### config.mk
export PLATFORM = sky130hd
export DESIGN_NAME = servo_ratio_homing_params
export DESIGN_NICKNAME = d
export VERILOG_FILES = /design/src/hdl/servo_params_pkg.sv /design/src/hdl/pin_filter.sv /design/src/hdl/servo_ratio_homing_params.sv
export SDC_FILE = /design/constraint.sdc
export NUM_CORES = 2
export LEC_CHECK = 0
export BUFFER_PORTS_ARGS = -buffer_cell sky130_fd_sc_hd__buf_2
export CORE_AREA = 2 2 303 335
export DETAILED_ROUTE_END_ITERATION = 8
export DIE_AREA = 0 0 305 337
export PLACE_DENSITY = 0.56
export SYNTH_ARGS = -nofsm -noshare
export SYNTH_HDL_FRONTEND = slang
export SYNTH_SLANG_ARGS = --single-unit
### constraint.sdc
create_clock -name mclk -period 10.9 [get_ports mclk]
set_input_delay 1.635 -clock mclk [delete_from_list [all_inputs] [get_ports mclk]]
set_output_delay 1.635 -clock mclk [all_outputs]
set_load 0.02 [all_outputs]
### src/hdl/servo_params_pkg.sv
// Constants and carrier types for the servo motion parameter block
package servo_params_pkg;

  // Object dictionary indexes and subindexes
  localparam logic [15:0] IDX_TORQUE_SLOPE = 16'h6087;
  localparam logic [15:0] IDX_GEAR_RATIO   = 16'h6091;
  localparam logic [15:0] IDX_HOMING       = 16'h6098;
  localparam logic [7:0]  SUB_VALUE        = 8'h00;
  localparam logic [7:0]  SUB_GEAR_NUM     = 8'h01;
  localparam logic [7:0]  SUB_GEAR_DEN     = 8'h02;

  // Reset values
  localparam logic [31:0] RST_TORQUE_SLOPE = 32'h0000_0064;
  localparam logic [31:0] RST_GEAR_NUM     = 32'h0000_0001;
  localparam logic [31:0] RST_GEAR_DEN     = 32'h0000_0001;
  localparam logic [7:0]  RST_HOMING       = 8'h01;

  // Accepted ranges
  localparam logic [31:0] SLOPE_MAX  = 32'h7fff_ffff;
  localparam logic [31:0] GEAR_MIN   = 32'h0000_0001;
  localparam logic [7:0]  HOMING_MIN = 8'h01;
  localparam logic [7:0]  HOMING_MAX = 8'h23;

  // Homing method groups
  localparam logic [7:0] M_REV_OT_INDEX = 8'h01;
  localparam logic [7:0] M_FWD_OT_INDEX = 8'h02;
  localparam logic [7:0] M_SW_INDEX_LO  = 8'h03;
  localparam logic [7:0] M_SW_INDEX_HI  = 8'h0e;
  localparam logic [7:0] M_REV_OT_ONLY  = 8'h11;
  localparam logic [7:0] M_FWD_OT_ONLY  = 8'h12;
  localparam logic [7:0] M_SW_ONLY_LO   = 8'h13;
  localparam logic [7:0] M_SW_ONLY_HI   = 8'h1e;
  localparam logic [7:0] M_INDEX_LO     = 8'h21;
  localparam logic [7:0] M_INDEX_HI     = 8'h22;
  localparam logic [7:0] M_CUR_POS      = 8'h23;

  // Gear ratio window: 1/1000 up to 4000 * encoder resolution / 10000
  localparam logic [15:0] GEAR_MIN_SCALE = 16'h03e8;
  localparam logic [15:0] GEAR_MAX_MULT  = 16'h0fa0;
  localparam logic [15:0] GEAR_RES_DIV   = 16'h2710;

  // Slope is given per second; clock runs at 4 ns
  localparam longint SLOPE_TIME_S  = 1;
  localparam longint NS_PER_S      = 64'd1_000_000_000;
  localparam longint CLK_PERIOD_NS = 4;
  localparam logic [31:0] CYCLES_PER_SEC_DEF = 32'(SLOPE_TIME_S * NS_PER_S / CLK_PERIOD_NS);

  localparam int TORQUE_W = 16;

  typedef enum logic [2:0] {
    SRC_NONE      = 3'b000,
    SRC_REV_OT    = 3'b001,
    SRC_FWD_OT    = 3'b010,
    SRC_ORIGIN_SW = 3'b011,
    SRC_INDEX     = 3'b100,
    SRC_CUR_POS   = 3'b101
  } home_src_e;

  typedef struct packed {
    home_src_e decel;
    home_src_e origin;
  } home_sel_s;

  typedef struct packed {
    logic        wr;
    logic        rd;
    logic [15:0] index;
    logic [7:0]  sub;
    logic [31:0] data;
  } od_req_s;

  typedef struct packed {
    logic        ack;
    logic        err;
    logic [31:0] rdata;
  } od_resp_s;

  typedef struct packed {
    logic rev_ot;
    logic fwd_ot;
    logic origin_sw;
    logic index;
  } home_pins_s;

endpackage : servo_params_pkg

### src/hdl/pin_filter.sv
// Three-stage synchroniser with agreement filter for one pin
`timescale 1ns/1ps
`default_nettype none
module pin_filter
  import servo_params_pkg::*;
(
  // Clock and reset
  input  wire logic mclk,
  input  wire logic sys_rst,
  // Pin and filtered level
  input  wire logic pin,
  output logic      level
);

  logic s1_reg, s2_reg, s3_reg, level_reg;
  logic level_next;

  // First stage feeds only the second
  always_comb begin
    level_next = level_reg;
    if (s2_reg == s3_reg) begin
      level_next = s3_reg;
    end
  end

  always_ff @(posedge mclk) begin
    if (sys_rst) begin
      s1_reg    <= 1'b0;
      s2_reg    <= 1'b0;
      s3_reg    <= 1'b0;
      level_reg <= 1'b0;
    end else begin
      s1_reg    <= pin;
      s2_reg    <= s1_reg;
      s3_reg    <= s2_reg;
      level_reg <= level_next;
    end
  end

  assign level = level_reg;

endmodule : pin_filter
`default_nettype wire

### src/hdl/servo_ratio_homing_params.sv
// Torque slope, gear ratio and homing method parameters with their effects
`timescale 1ns/1ps
`default_nettype none
// How it works
// - In torque mode the torque command moves toward its target by no more than the slope per second.
// - The gear numerator sits at subindex 1, takes values from 1 upward and resets to 1.
// - The gear denominator sits at subindex 2, takes values from 1 upward and resets to 1.
// - A gear ratio outside its allowed window raises the gear ratio range fault.
// - The homing method selector takes 1 to 35 and resets to method 1.
// - Methods 3-14 use origin switch then index pulse, methods 19-30 the origin switch for both.
// - Method 1 slows on reverse overtravel and method 2 on forward overtravel, both homing on index.
// - New values reach the active set only while the drive is stopped, the old ones staying active in motion; the gear fault checks written values at once.
module servo_ratio_homing_params
  import servo_params_pkg::*;
#(
  parameter logic [31:0] CYCLES_PER_SEC = CYCLES_PER_SEC_DEF,
  parameter logic [31:0] ENC_RES        = 32'h0000_2710
)(
  // Clock and reset
  input  wire logic                 mclk,
  input  wire logic                 sys_rst,
  // Object dictionary access
  input  wire od_req_s              od_req,
  output od_resp_s                  od_resp,
  // Drive state
  input  wire logic                 drive_stopped,
  input  wire logic                 profile_torque_operation,
  input  wire logic                 homing_operation,
  input  wire logic [TORQUE_W-1:0]  target_torque,
  // Homing pins
  input  wire home_pins_s           home_pins,
  // Active parameters and results
  output logic [TORQUE_W-1:0]       torque_cmd,
  output logic [31:0]               gear_num_active,
  output logic [31:0]               gear_den_active,
  output logic                      gear_ratio_range_fault,
  output home_sel_s                 homing_sel,
  output logic                      decel_hit,
  output logic                      origin_hit
);

  // Written values, and the copies that drive the logic
  logic [31:0] slope_pend_reg, slope_pend_next, slope_act_reg, slope_act_next;
  logic [31:0] num_pend_reg, num_pend_next, num_act_reg, num_act_next;
  logic [31:0] den_pend_reg, den_pend_next, den_act_reg, den_act_next;
  logic [7:0]  meth_pend_reg, meth_pend_next, meth_act_reg, meth_act_next;
  od_resp_s    resp_reg, resp_next;

  // Ramp state
  logic [31:0]         ramp_q_reg, ramp_q_next, ramp_r_reg, ramp_r_next;
  logic [31:0]         acc_reg, acc_next;
  logic [TORQUE_W-1:0] cmd_reg, cmd_next;
  logic [32:0]         acc_sum, step, diff, mag;

  // Decode state
  home_sel_s  sel_reg, sel_next;
  logic       fault_reg, fault_next, dhit_reg, dhit_next, ohit_reg, ohit_next;
  home_pins_s pins_f;

  function automatic logic gear_in_range(input logic [31:0] num, input logic [31:0] den);
    logic [79:0] n80;
    logic [79:0] d80;
    n80 = 80'(num);
    d80 = 80'(den);
    return (n80 * 80'(GEAR_MIN_SCALE) >= d80) &&
           (n80 * 80'(GEAR_RES_DIV) <= 80'(GEAR_MAX_MULT) * 80'(ENC_RES) * d80);
  endfunction : gear_in_range

  function automatic home_sel_s decode_method(input logic [7:0] m);
    home_sel_s s;
    s = '{decel: SRC_NONE, origin: SRC_NONE};
    if (m == M_REV_OT_INDEX) begin
      s = '{decel: SRC_REV_OT, origin: SRC_INDEX};
    end else if (m == M_FWD_OT_INDEX) begin
      s = '{decel: SRC_FWD_OT, origin: SRC_INDEX};
    end else if (m >= M_SW_INDEX_LO && m <= M_SW_INDEX_HI) begin
      s = '{decel: SRC_ORIGIN_SW, origin: SRC_INDEX};
    end else if (m == M_REV_OT_ONLY) begin
      s = '{decel: SRC_REV_OT, origin: SRC_REV_OT};
    end else if (m == M_FWD_OT_ONLY) begin
      s = '{decel: SRC_FWD_OT, origin: SRC_FWD_OT};
    end else if (m >= M_SW_ONLY_LO && m <= M_SW_ONLY_HI) begin
      s = '{decel: SRC_ORIGIN_SW, origin: SRC_ORIGIN_SW};
    end else if (m >= M_INDEX_LO && m <= M_INDEX_HI) begin
      s = '{decel: SRC_NONE, origin: SRC_INDEX};
    end else if (m == M_CUR_POS) begin
      s = '{decel: SRC_NONE, origin: SRC_CUR_POS};
    end
    return s;
  endfunction : decode_method

  function automatic logic pick_pin(input home_src_e src, input home_pins_s p);
    logic hit;
    hit = 1'b0;
    case (src)
      SRC_REV_OT:    hit = p.rev_ot;
      SRC_FWD_OT:    hit = p.fwd_ot;
      SRC_ORIGIN_SW: hit = p.origin_sw;
      SRC_INDEX:     hit = p.index;
      SRC_CUR_POS:   hit = 1'b1;
      default:       hit = 1'b0;
    endcase
    return hit;
  endfunction : pick_pin

  pin_filter u_rev_ot (.mclk(mclk), .sys_rst(sys_rst), .pin(home_pins.rev_ot),    .level(pins_f.rev_ot));
  pin_filter u_fwd_ot (.mclk(mclk), .sys_rst(sys_rst), .pin(home_pins.fwd_ot),    .level(pins_f.fwd_ot));
  pin_filter u_orig   (.mclk(mclk), .sys_rst(sys_rst), .pin(home_pins.origin_sw), .level(pins_f.origin_sw));
  pin_filter u_index  (.mclk(mclk), .sys_rst(sys_rst), .pin(home_pins.index),     .level(pins_f.index));

  // Object dictionary writes and reads; out-of-range writes are refused whole
  always_comb begin
    slope_pend_next = slope_pend_reg;
    num_pend_next   = num_pend_reg;
    den_pend_next   = den_pend_reg;
    meth_pend_next  = meth_pend_reg;
    resp_next       = '{ack: 1'b0, err: 1'b0, rdata: resp_reg.rdata};
    if (od_req.wr) begin
      resp_next.err = 1'b1;
      if (od_req.index == IDX_TORQUE_SLOPE && od_req.sub == SUB_VALUE) begin
        if (od_req.data <= SLOPE_MAX) begin
          slope_pend_next = od_req.data;
          resp_next.err   = 1'b0;
        end
      end else if (od_req.index == IDX_GEAR_RATIO && od_req.sub == SUB_GEAR_NUM) begin
        if (od_req.data >= GEAR_MIN) begin
          num_pend_next = od_req.data;
          resp_next.err = 1'b0;
        end
      end else if (od_req.index == IDX_GEAR_RATIO && od_req.sub == SUB_GEAR_DEN) begin
        if (od_req.data >= GEAR_MIN) begin
          den_pend_next = od_req.data;
          resp_next.err = 1'b0;
        end
      end else if (od_req.index == IDX_HOMING && od_req.sub == SUB_VALUE) begin
        if (od_req.data >= 32'(HOMING_MIN) && od_req.data <= 32'(HOMING_MAX)) begin
          meth_pend_next = od_req.data[7:0];
          resp_next.err  = 1'b0;
        end
      end
      resp_next.ack = ~resp_next.err;
    end else if (od_req.rd) begin
      resp_next.ack = 1'b1;
      if (od_req.index == IDX_TORQUE_SLOPE && od_req.sub == SUB_VALUE) begin
        resp_next.rdata = slope_pend_reg;
      end else if (od_req.index == IDX_GEAR_RATIO && od_req.sub == SUB_GEAR_NUM) begin
        resp_next.rdata = num_pend_reg;
      end else if (od_req.index == IDX_GEAR_RATIO && od_req.sub == SUB_GEAR_DEN) begin
        resp_next.rdata = den_pend_reg;
      end else if (od_req.index == IDX_HOMING && od_req.sub == SUB_VALUE) begin
        resp_next.rdata = 32'(meth_pend_reg);
      end else begin
        resp_next = '{ack: 1'b0, err: 1'b1, rdata: '0};
      end
    end
  end

  // Copy into the active set only at standstill, so motion never sees a change mid-move
  always_comb begin
    slope_act_next = slope_act_reg;
    num_act_next   = num_act_reg;
    den_act_next   = den_act_reg;
    meth_act_next  = meth_act_reg;
    ramp_q_next    = ramp_q_reg;
    ramp_r_next    = ramp_r_reg;
    if (drive_stopped) begin
      slope_act_next = slope_pend_reg;
      num_act_next   = num_pend_reg;
      den_act_next   = den_pend_reg;
      meth_act_next  = meth_pend_reg;
      ramp_q_next    = slope_pend_reg / CYCLES_PER_SEC;
      ramp_r_next    = slope_pend_reg % CYCLES_PER_SEC;
    end
  end

  // Slope split into whole units per cycle plus a remainder carried across cycles
  always_comb begin
    acc_sum  = {1'b0, acc_reg} + {1'b0, ramp_r_reg};
    acc_next = acc_sum[31:0];
    step     = {1'b0, ramp_q_reg};
    if (acc_sum >= {1'b0, CYCLES_PER_SEC}) begin
      acc_next = 32'(acc_sum - {1'b0, CYCLES_PER_SEC});
      step     = step + 33'h1;
    end
    diff = {{(33-TORQUE_W){target_torque[TORQUE_W-1]}}, target_torque}
         - {{(33-TORQUE_W){cmd_reg[TORQUE_W-1]}}, cmd_reg};
    mag  = diff[32] ? 33'(-diff) : diff;
    cmd_next = cmd_reg;
    if (!profile_torque_operation) begin
      cmd_next = '0;
      acc_next = '0;
    end else if (mag <= step) begin
      cmd_next = target_torque;
    end else if (diff[32]) begin
      cmd_next = cmd_reg - step[TORQUE_W-1:0];
    end else begin
      cmd_next = cmd_reg + step[TORQUE_W-1:0];
    end
  end

  // Homing sources, pin selection and gear window check
  always_comb begin
    sel_next   = decode_method(meth_act_reg);
    dhit_next  = homing_operation & pick_pin(sel_reg.decel, pins_f);
    ohit_next  = homing_operation & pick_pin(sel_reg.origin, pins_f);
    fault_next = ~gear_in_range(num_pend_reg, den_pend_reg);
  end

  always_ff @(posedge mclk) begin
    if (sys_rst) begin
      slope_pend_reg <= RST_TORQUE_SLOPE;
      num_pend_reg   <= RST_GEAR_NUM;
      den_pend_reg   <= RST_GEAR_DEN;
      meth_pend_reg  <= RST_HOMING;
      slope_act_reg  <= RST_TORQUE_SLOPE;
      num_act_reg    <= RST_GEAR_NUM;
      den_act_reg    <= RST_GEAR_DEN;
      meth_act_reg   <= RST_HOMING;
      ramp_q_reg     <= '0;
      ramp_r_reg     <= '0;
      resp_reg       <= '0;
      acc_reg        <= '0;
      cmd_reg        <= '0;
      sel_reg        <= '{decel: SRC_NONE, origin: SRC_NONE};
      dhit_reg       <= 1'b0;
      ohit_reg       <= 1'b0;
      fault_reg      <= 1'b0;
    end else begin
      slope_pend_reg <= slope_pend_next;
      num_pend_reg   <= num_pend_next;
      den_pend_reg   <= den_pend_next;
      meth_pend_reg  <= meth_pend_next;
      slope_act_reg  <= slope_act_next;
      num_act_reg    <= num_act_next;
      den_act_reg    <= den_act_next;
      meth_act_reg   <= meth_act_next;
      ramp_q_reg     <= ramp_q_next;
      ramp_r_reg     <= ramp_r_next;
      resp_reg       <= resp_next;
      acc_reg        <= acc_next;
      cmd_reg        <= cmd_next;
      sel_reg        <= sel_next;
      dhit_reg       <= dhit_next;
      ohit_reg       <= ohit_next;
      fault_reg      <= fault_next;
    end
  end

  assign od_resp                = resp_reg;
  assign torque_cmd             = cmd_reg;
  assign gear_num_active        = num_act_reg;
  assign gear_den_active        = den_act_reg;
  assign gear_ratio_range_fault = fault_reg;
  assign homing_sel             = sel_reg;
  assign decel_hit              = dhit_reg;
  assign origin_hit             = ohit_reg;

  // Helper for the ramp check: size of the last command step
  logic [TORQUE_W-1:0] cmd_prev_reg;
  logic [32:0]         cmd_delta;
  always_ff @(posedge mclk) begin
    cmd_prev_reg <= cmd_reg;
  end
  always_comb begin
    cmd_delta = {{(33-TORQUE_W){cmd_reg[TORQUE_W-1]}}, cmd_reg}
              - {{(33-TORQUE_W){cmd_prev_reg[TORQUE_W-1]}}, cmd_prev_reg};
    if (cmd_delta[32]) begin
      cmd_delta = 33'(-cmd_delta);
    end
  end
endmodule : servo_ratio_homing_params
`default_nettype wire

==> results.py <==
metrics = {
    "synthesis": {
        "postSynth.asyncResetShare": 0,
        "synth_edf_count": 0,
        "synth.net_count": 5699,
        "yosysWarnings": 0,
        "synthTopCellsByArea": "ha_1 (19%), fa_1 (17%), dfxtp_1 (16%), inv_1 (7.3%), a21oi_1 (3.6%)",
        "seq_area_frac_synth": 0.162,
        "yosys.area.top_type": "ha_1",
        "netlist_area_sq_um": 39500,
        "netlist_instances": 4685,
        "avgSynthCellArea_sq_um": 8.43,
        "synth.top_cell.area_share": 0.188,
        "synth.distinct_cells": 117,
        "ys_ff_latch": 319,
        "synth_flop_cell": "dfxtp_1",
    },
    "setup_path": {
        "r2r.worst_path.cells": 38,
        "crit_path_end_kind": "register",
        "path_class": "reg -> reg",
        "slowest_stage": "dfxtp_1",
        "cp_num_buf_inv": 2,
        "rrSetupSlack_ns": 1.37,
        "worstReg2RegEnd": "gear_ratio_range_fault",
        "slowest_delay_ns": 0.71,
        "startpoint_type": "register",
        "path_common_cell": "o21ai_0",
        "r2r_start": "num_pend_reg[2]",
        "worstSetupPathDepth": 38,
        "crit_arrival_ns": 10.07,
        "crit_required_ns": 11.44,
        "cp_max_fo": 11,
        "critPathTopFamily": "compound AO/OA/AOI/OAI gates",
        "crit_path_start": "num_pend_reg[2]",
    },
    "finish": {
        "fill_cells": 10000,
        "seqCellArea_sq_um": 6390,
        "multi_input_area_sq_um": 29700,
        "final_common_cell": "inv_1",
        "area_delta_synth_final_pct": 10.2,
        "mostFrequentLayoutCells": "inv_1 (764), ha_1 (593), nand2_1 (373)",
        "drive_gt1_frac": 0.0869,
        "largest_reg_flops": 34,
        "finalNetCount": 5861,
    },
    "power": {
        "p_total_w": 0.00426,
        "vdd_drop_max_uv": 135,
        "leakagePower_nw": 22.2,
        "powerDensity_nw_per_um2": 98.0,
    },
    "timing": {
        "grt_setup_unrepaired": "false",
        "setup_viol": 0,
        "holdWs_ns": 0.451,
        "tns_ns": 0,
        "slew_viol_final": 0,
        "max_freq_mhz": 105,
        "worst_pin_slew_ns": 0.991,
        "fin_crit_ns": 9.53,
        "period_share": 0.874,
        "hold_viol": 0,
        "skew_ns": 0.0351,
        "max_slew_margin": 0.338,
    },
    "clocking": {
        "cts_tree": "yes",
        "cts_made_buffers": 41,
        "cts_hold_buffers": 0,
        "post_cts_resized": 0,
        "htree_levels": 2,
        "clock-sinks": 319,
        "post-cts-setup-buffer-count": 0,
        "cts.clk_slew.worst_paths_ns": 0.06,
        "root_buffer": "clkbuf_16",
        "clk_latency_ns": 0.62,
        "clockBufferDepth": 3,
    },
    "floorplan": {
        "die-area_sq_um": 103000,
        "start_util": 0.396,
        "die_h_um": 337,
        "fp.dieW_um": 305,
        "ioPinCount": 206,
        "rows": 122,
        "core_area_sq_um": 99700,
    },
    "global_routing": {
        "grtUsageTotal": 0.233,
        "grt_max_degree": 80,
        "grt_pass1_wl_mm": 188,
        "grt_pass1_vias": 32100,
        "antenna_found_initial": 4,
        "gr-total-overflow": 0,
    },
    "hold_path": {
        "hp-class": "reg -> reg",
        "hold_path_end": "den_pend_reg[26]",
        "min_from": "den_pend_reg[26]",
        "min_path_cells": 2,
    },
    "drt": {
        "drt_iter0_drc": 2410,
        "ant_nets": 0,
        "drt-wirelength-per-cell_um": 19.4,
        "drt-total-wl_mm": 120,
        "vias": 33200,
        "firstDrtPassIters": 8,
        "drcViolationCount": 0,
        "drt-vias-per-instance": 5.37,
    },
    "flow_run": {
        "cap_violations": 0,
    },
    "place": {
        "place.port_buffers": 204,
        "gp_congestion": 0.919,
        "dp_hpwl_mm": 94.8,
    },
    "status": {
        "status": "completed",
    },
}
cells in the mapped netlist, types with 11 or more instances:
cell type and n:
a2111oi_0 14, a211o_1 11, a211oi_1 63, a21boi_0 23, a21o_1 72, a21oi_1 285
a221oi_1 12, a222oi_1 25, a22oi_1 16, a31oi_1 32, and2_1 33, and3_1 36
buf_2 17, clkbuf_1 120, dfxtp_1 319, fa_1 338, ha_1 593, inv_1 764
mux2i_1 116, nand2_1 373, nand2b_1 43, nand3_1 89, nand3b_1 11, nand4_1 37
nor2_1 353, nor2b_1 47, nor3_1 66, nor3b_1 12, nor4_1 23, o211ai_1 26
o21a_1 32, o21ai_0 157, o21bai_1 23, o31ai_1 14, or2_2 27, or3_1 21
or4_1 13, xnor2_1 146, xor2_1 85
how the worst max path moves through the flow:
stage                                   endpoint
after floorplan                   torque_cmd[15]
after global placement    gear_ratio_range_fault
after detailed placement  gear_ratio_range_fault
after CTS                 gear_ratio_range_fault
after global routing      gear_ratio_range_fault
final                     gear_ratio_range_fault
report_power, final:
part / internal (W) / switching (W) / total (W)
registers: 0.00124 / 0.0000446 / 0.00128
clock network: 0.000873 / 0.000592 / 0.00147
logic: 0.000643 / 0.000875 / 0.00152
layer usage:
layer	vias to the layer above	share of wire	track usage	wire (um)
li1	16200	-	-	-
met4	8	0.035	0.0723	4150
met3	154	0.054	0.0332	6440
met2	847	0.44	0.373	53100
met1	16000	0.47	0.324	56000
met5	-	0.00041	0	49
layout make-up:
class,count,area share
clock inverters,15,0.00463
flip-flops and latches,319,0.147
multi-input cells,3449,0.681
clock buffers,59,0.0286
repair buffers,271,0.0354
diodes,1,0.0000575
well taps,1302,0.0374
inverters,765,0.0660
worst reg2reg max path, delay by kind of cell, from the launching register on:
kind	cells	cell delay, ns
compound gates	25	4.78
simple gates	4	1.21
flops	1	0.71
buf+inv	2	0.10
fa+ha+maj	6	2.55
xor+xnor	1	0.09
kinds of logic (layout without fill, tap and decap cells):
group	count (synthesis)	count (layout)	share of synthesized area
fa+ha+maj	933	933	0.360
other cells	1	2	0.0000949
buf+inv	917	1110	0.0881
simple gates	1226	1226	0.148
flops	319	319	0.162
mux	120	120	0.0305
compound gates	935	935	0.159
xor+xnor	234	234	0.0527
per-stage QoR:
step	area [sq um]	util	cells	setup WS, ns
after floorplan	39500	-	4685	2.72
after global placement	42100	0.422	6106	1.85
after detailed placement	42100	0.422	6106	1.47
after CTS	43500	0.437	6180	1.34
after global routing	43500	0.437	6180	0.522
final	43500	0.437	6181	1.37
Power figures use the tool's default switching activity.
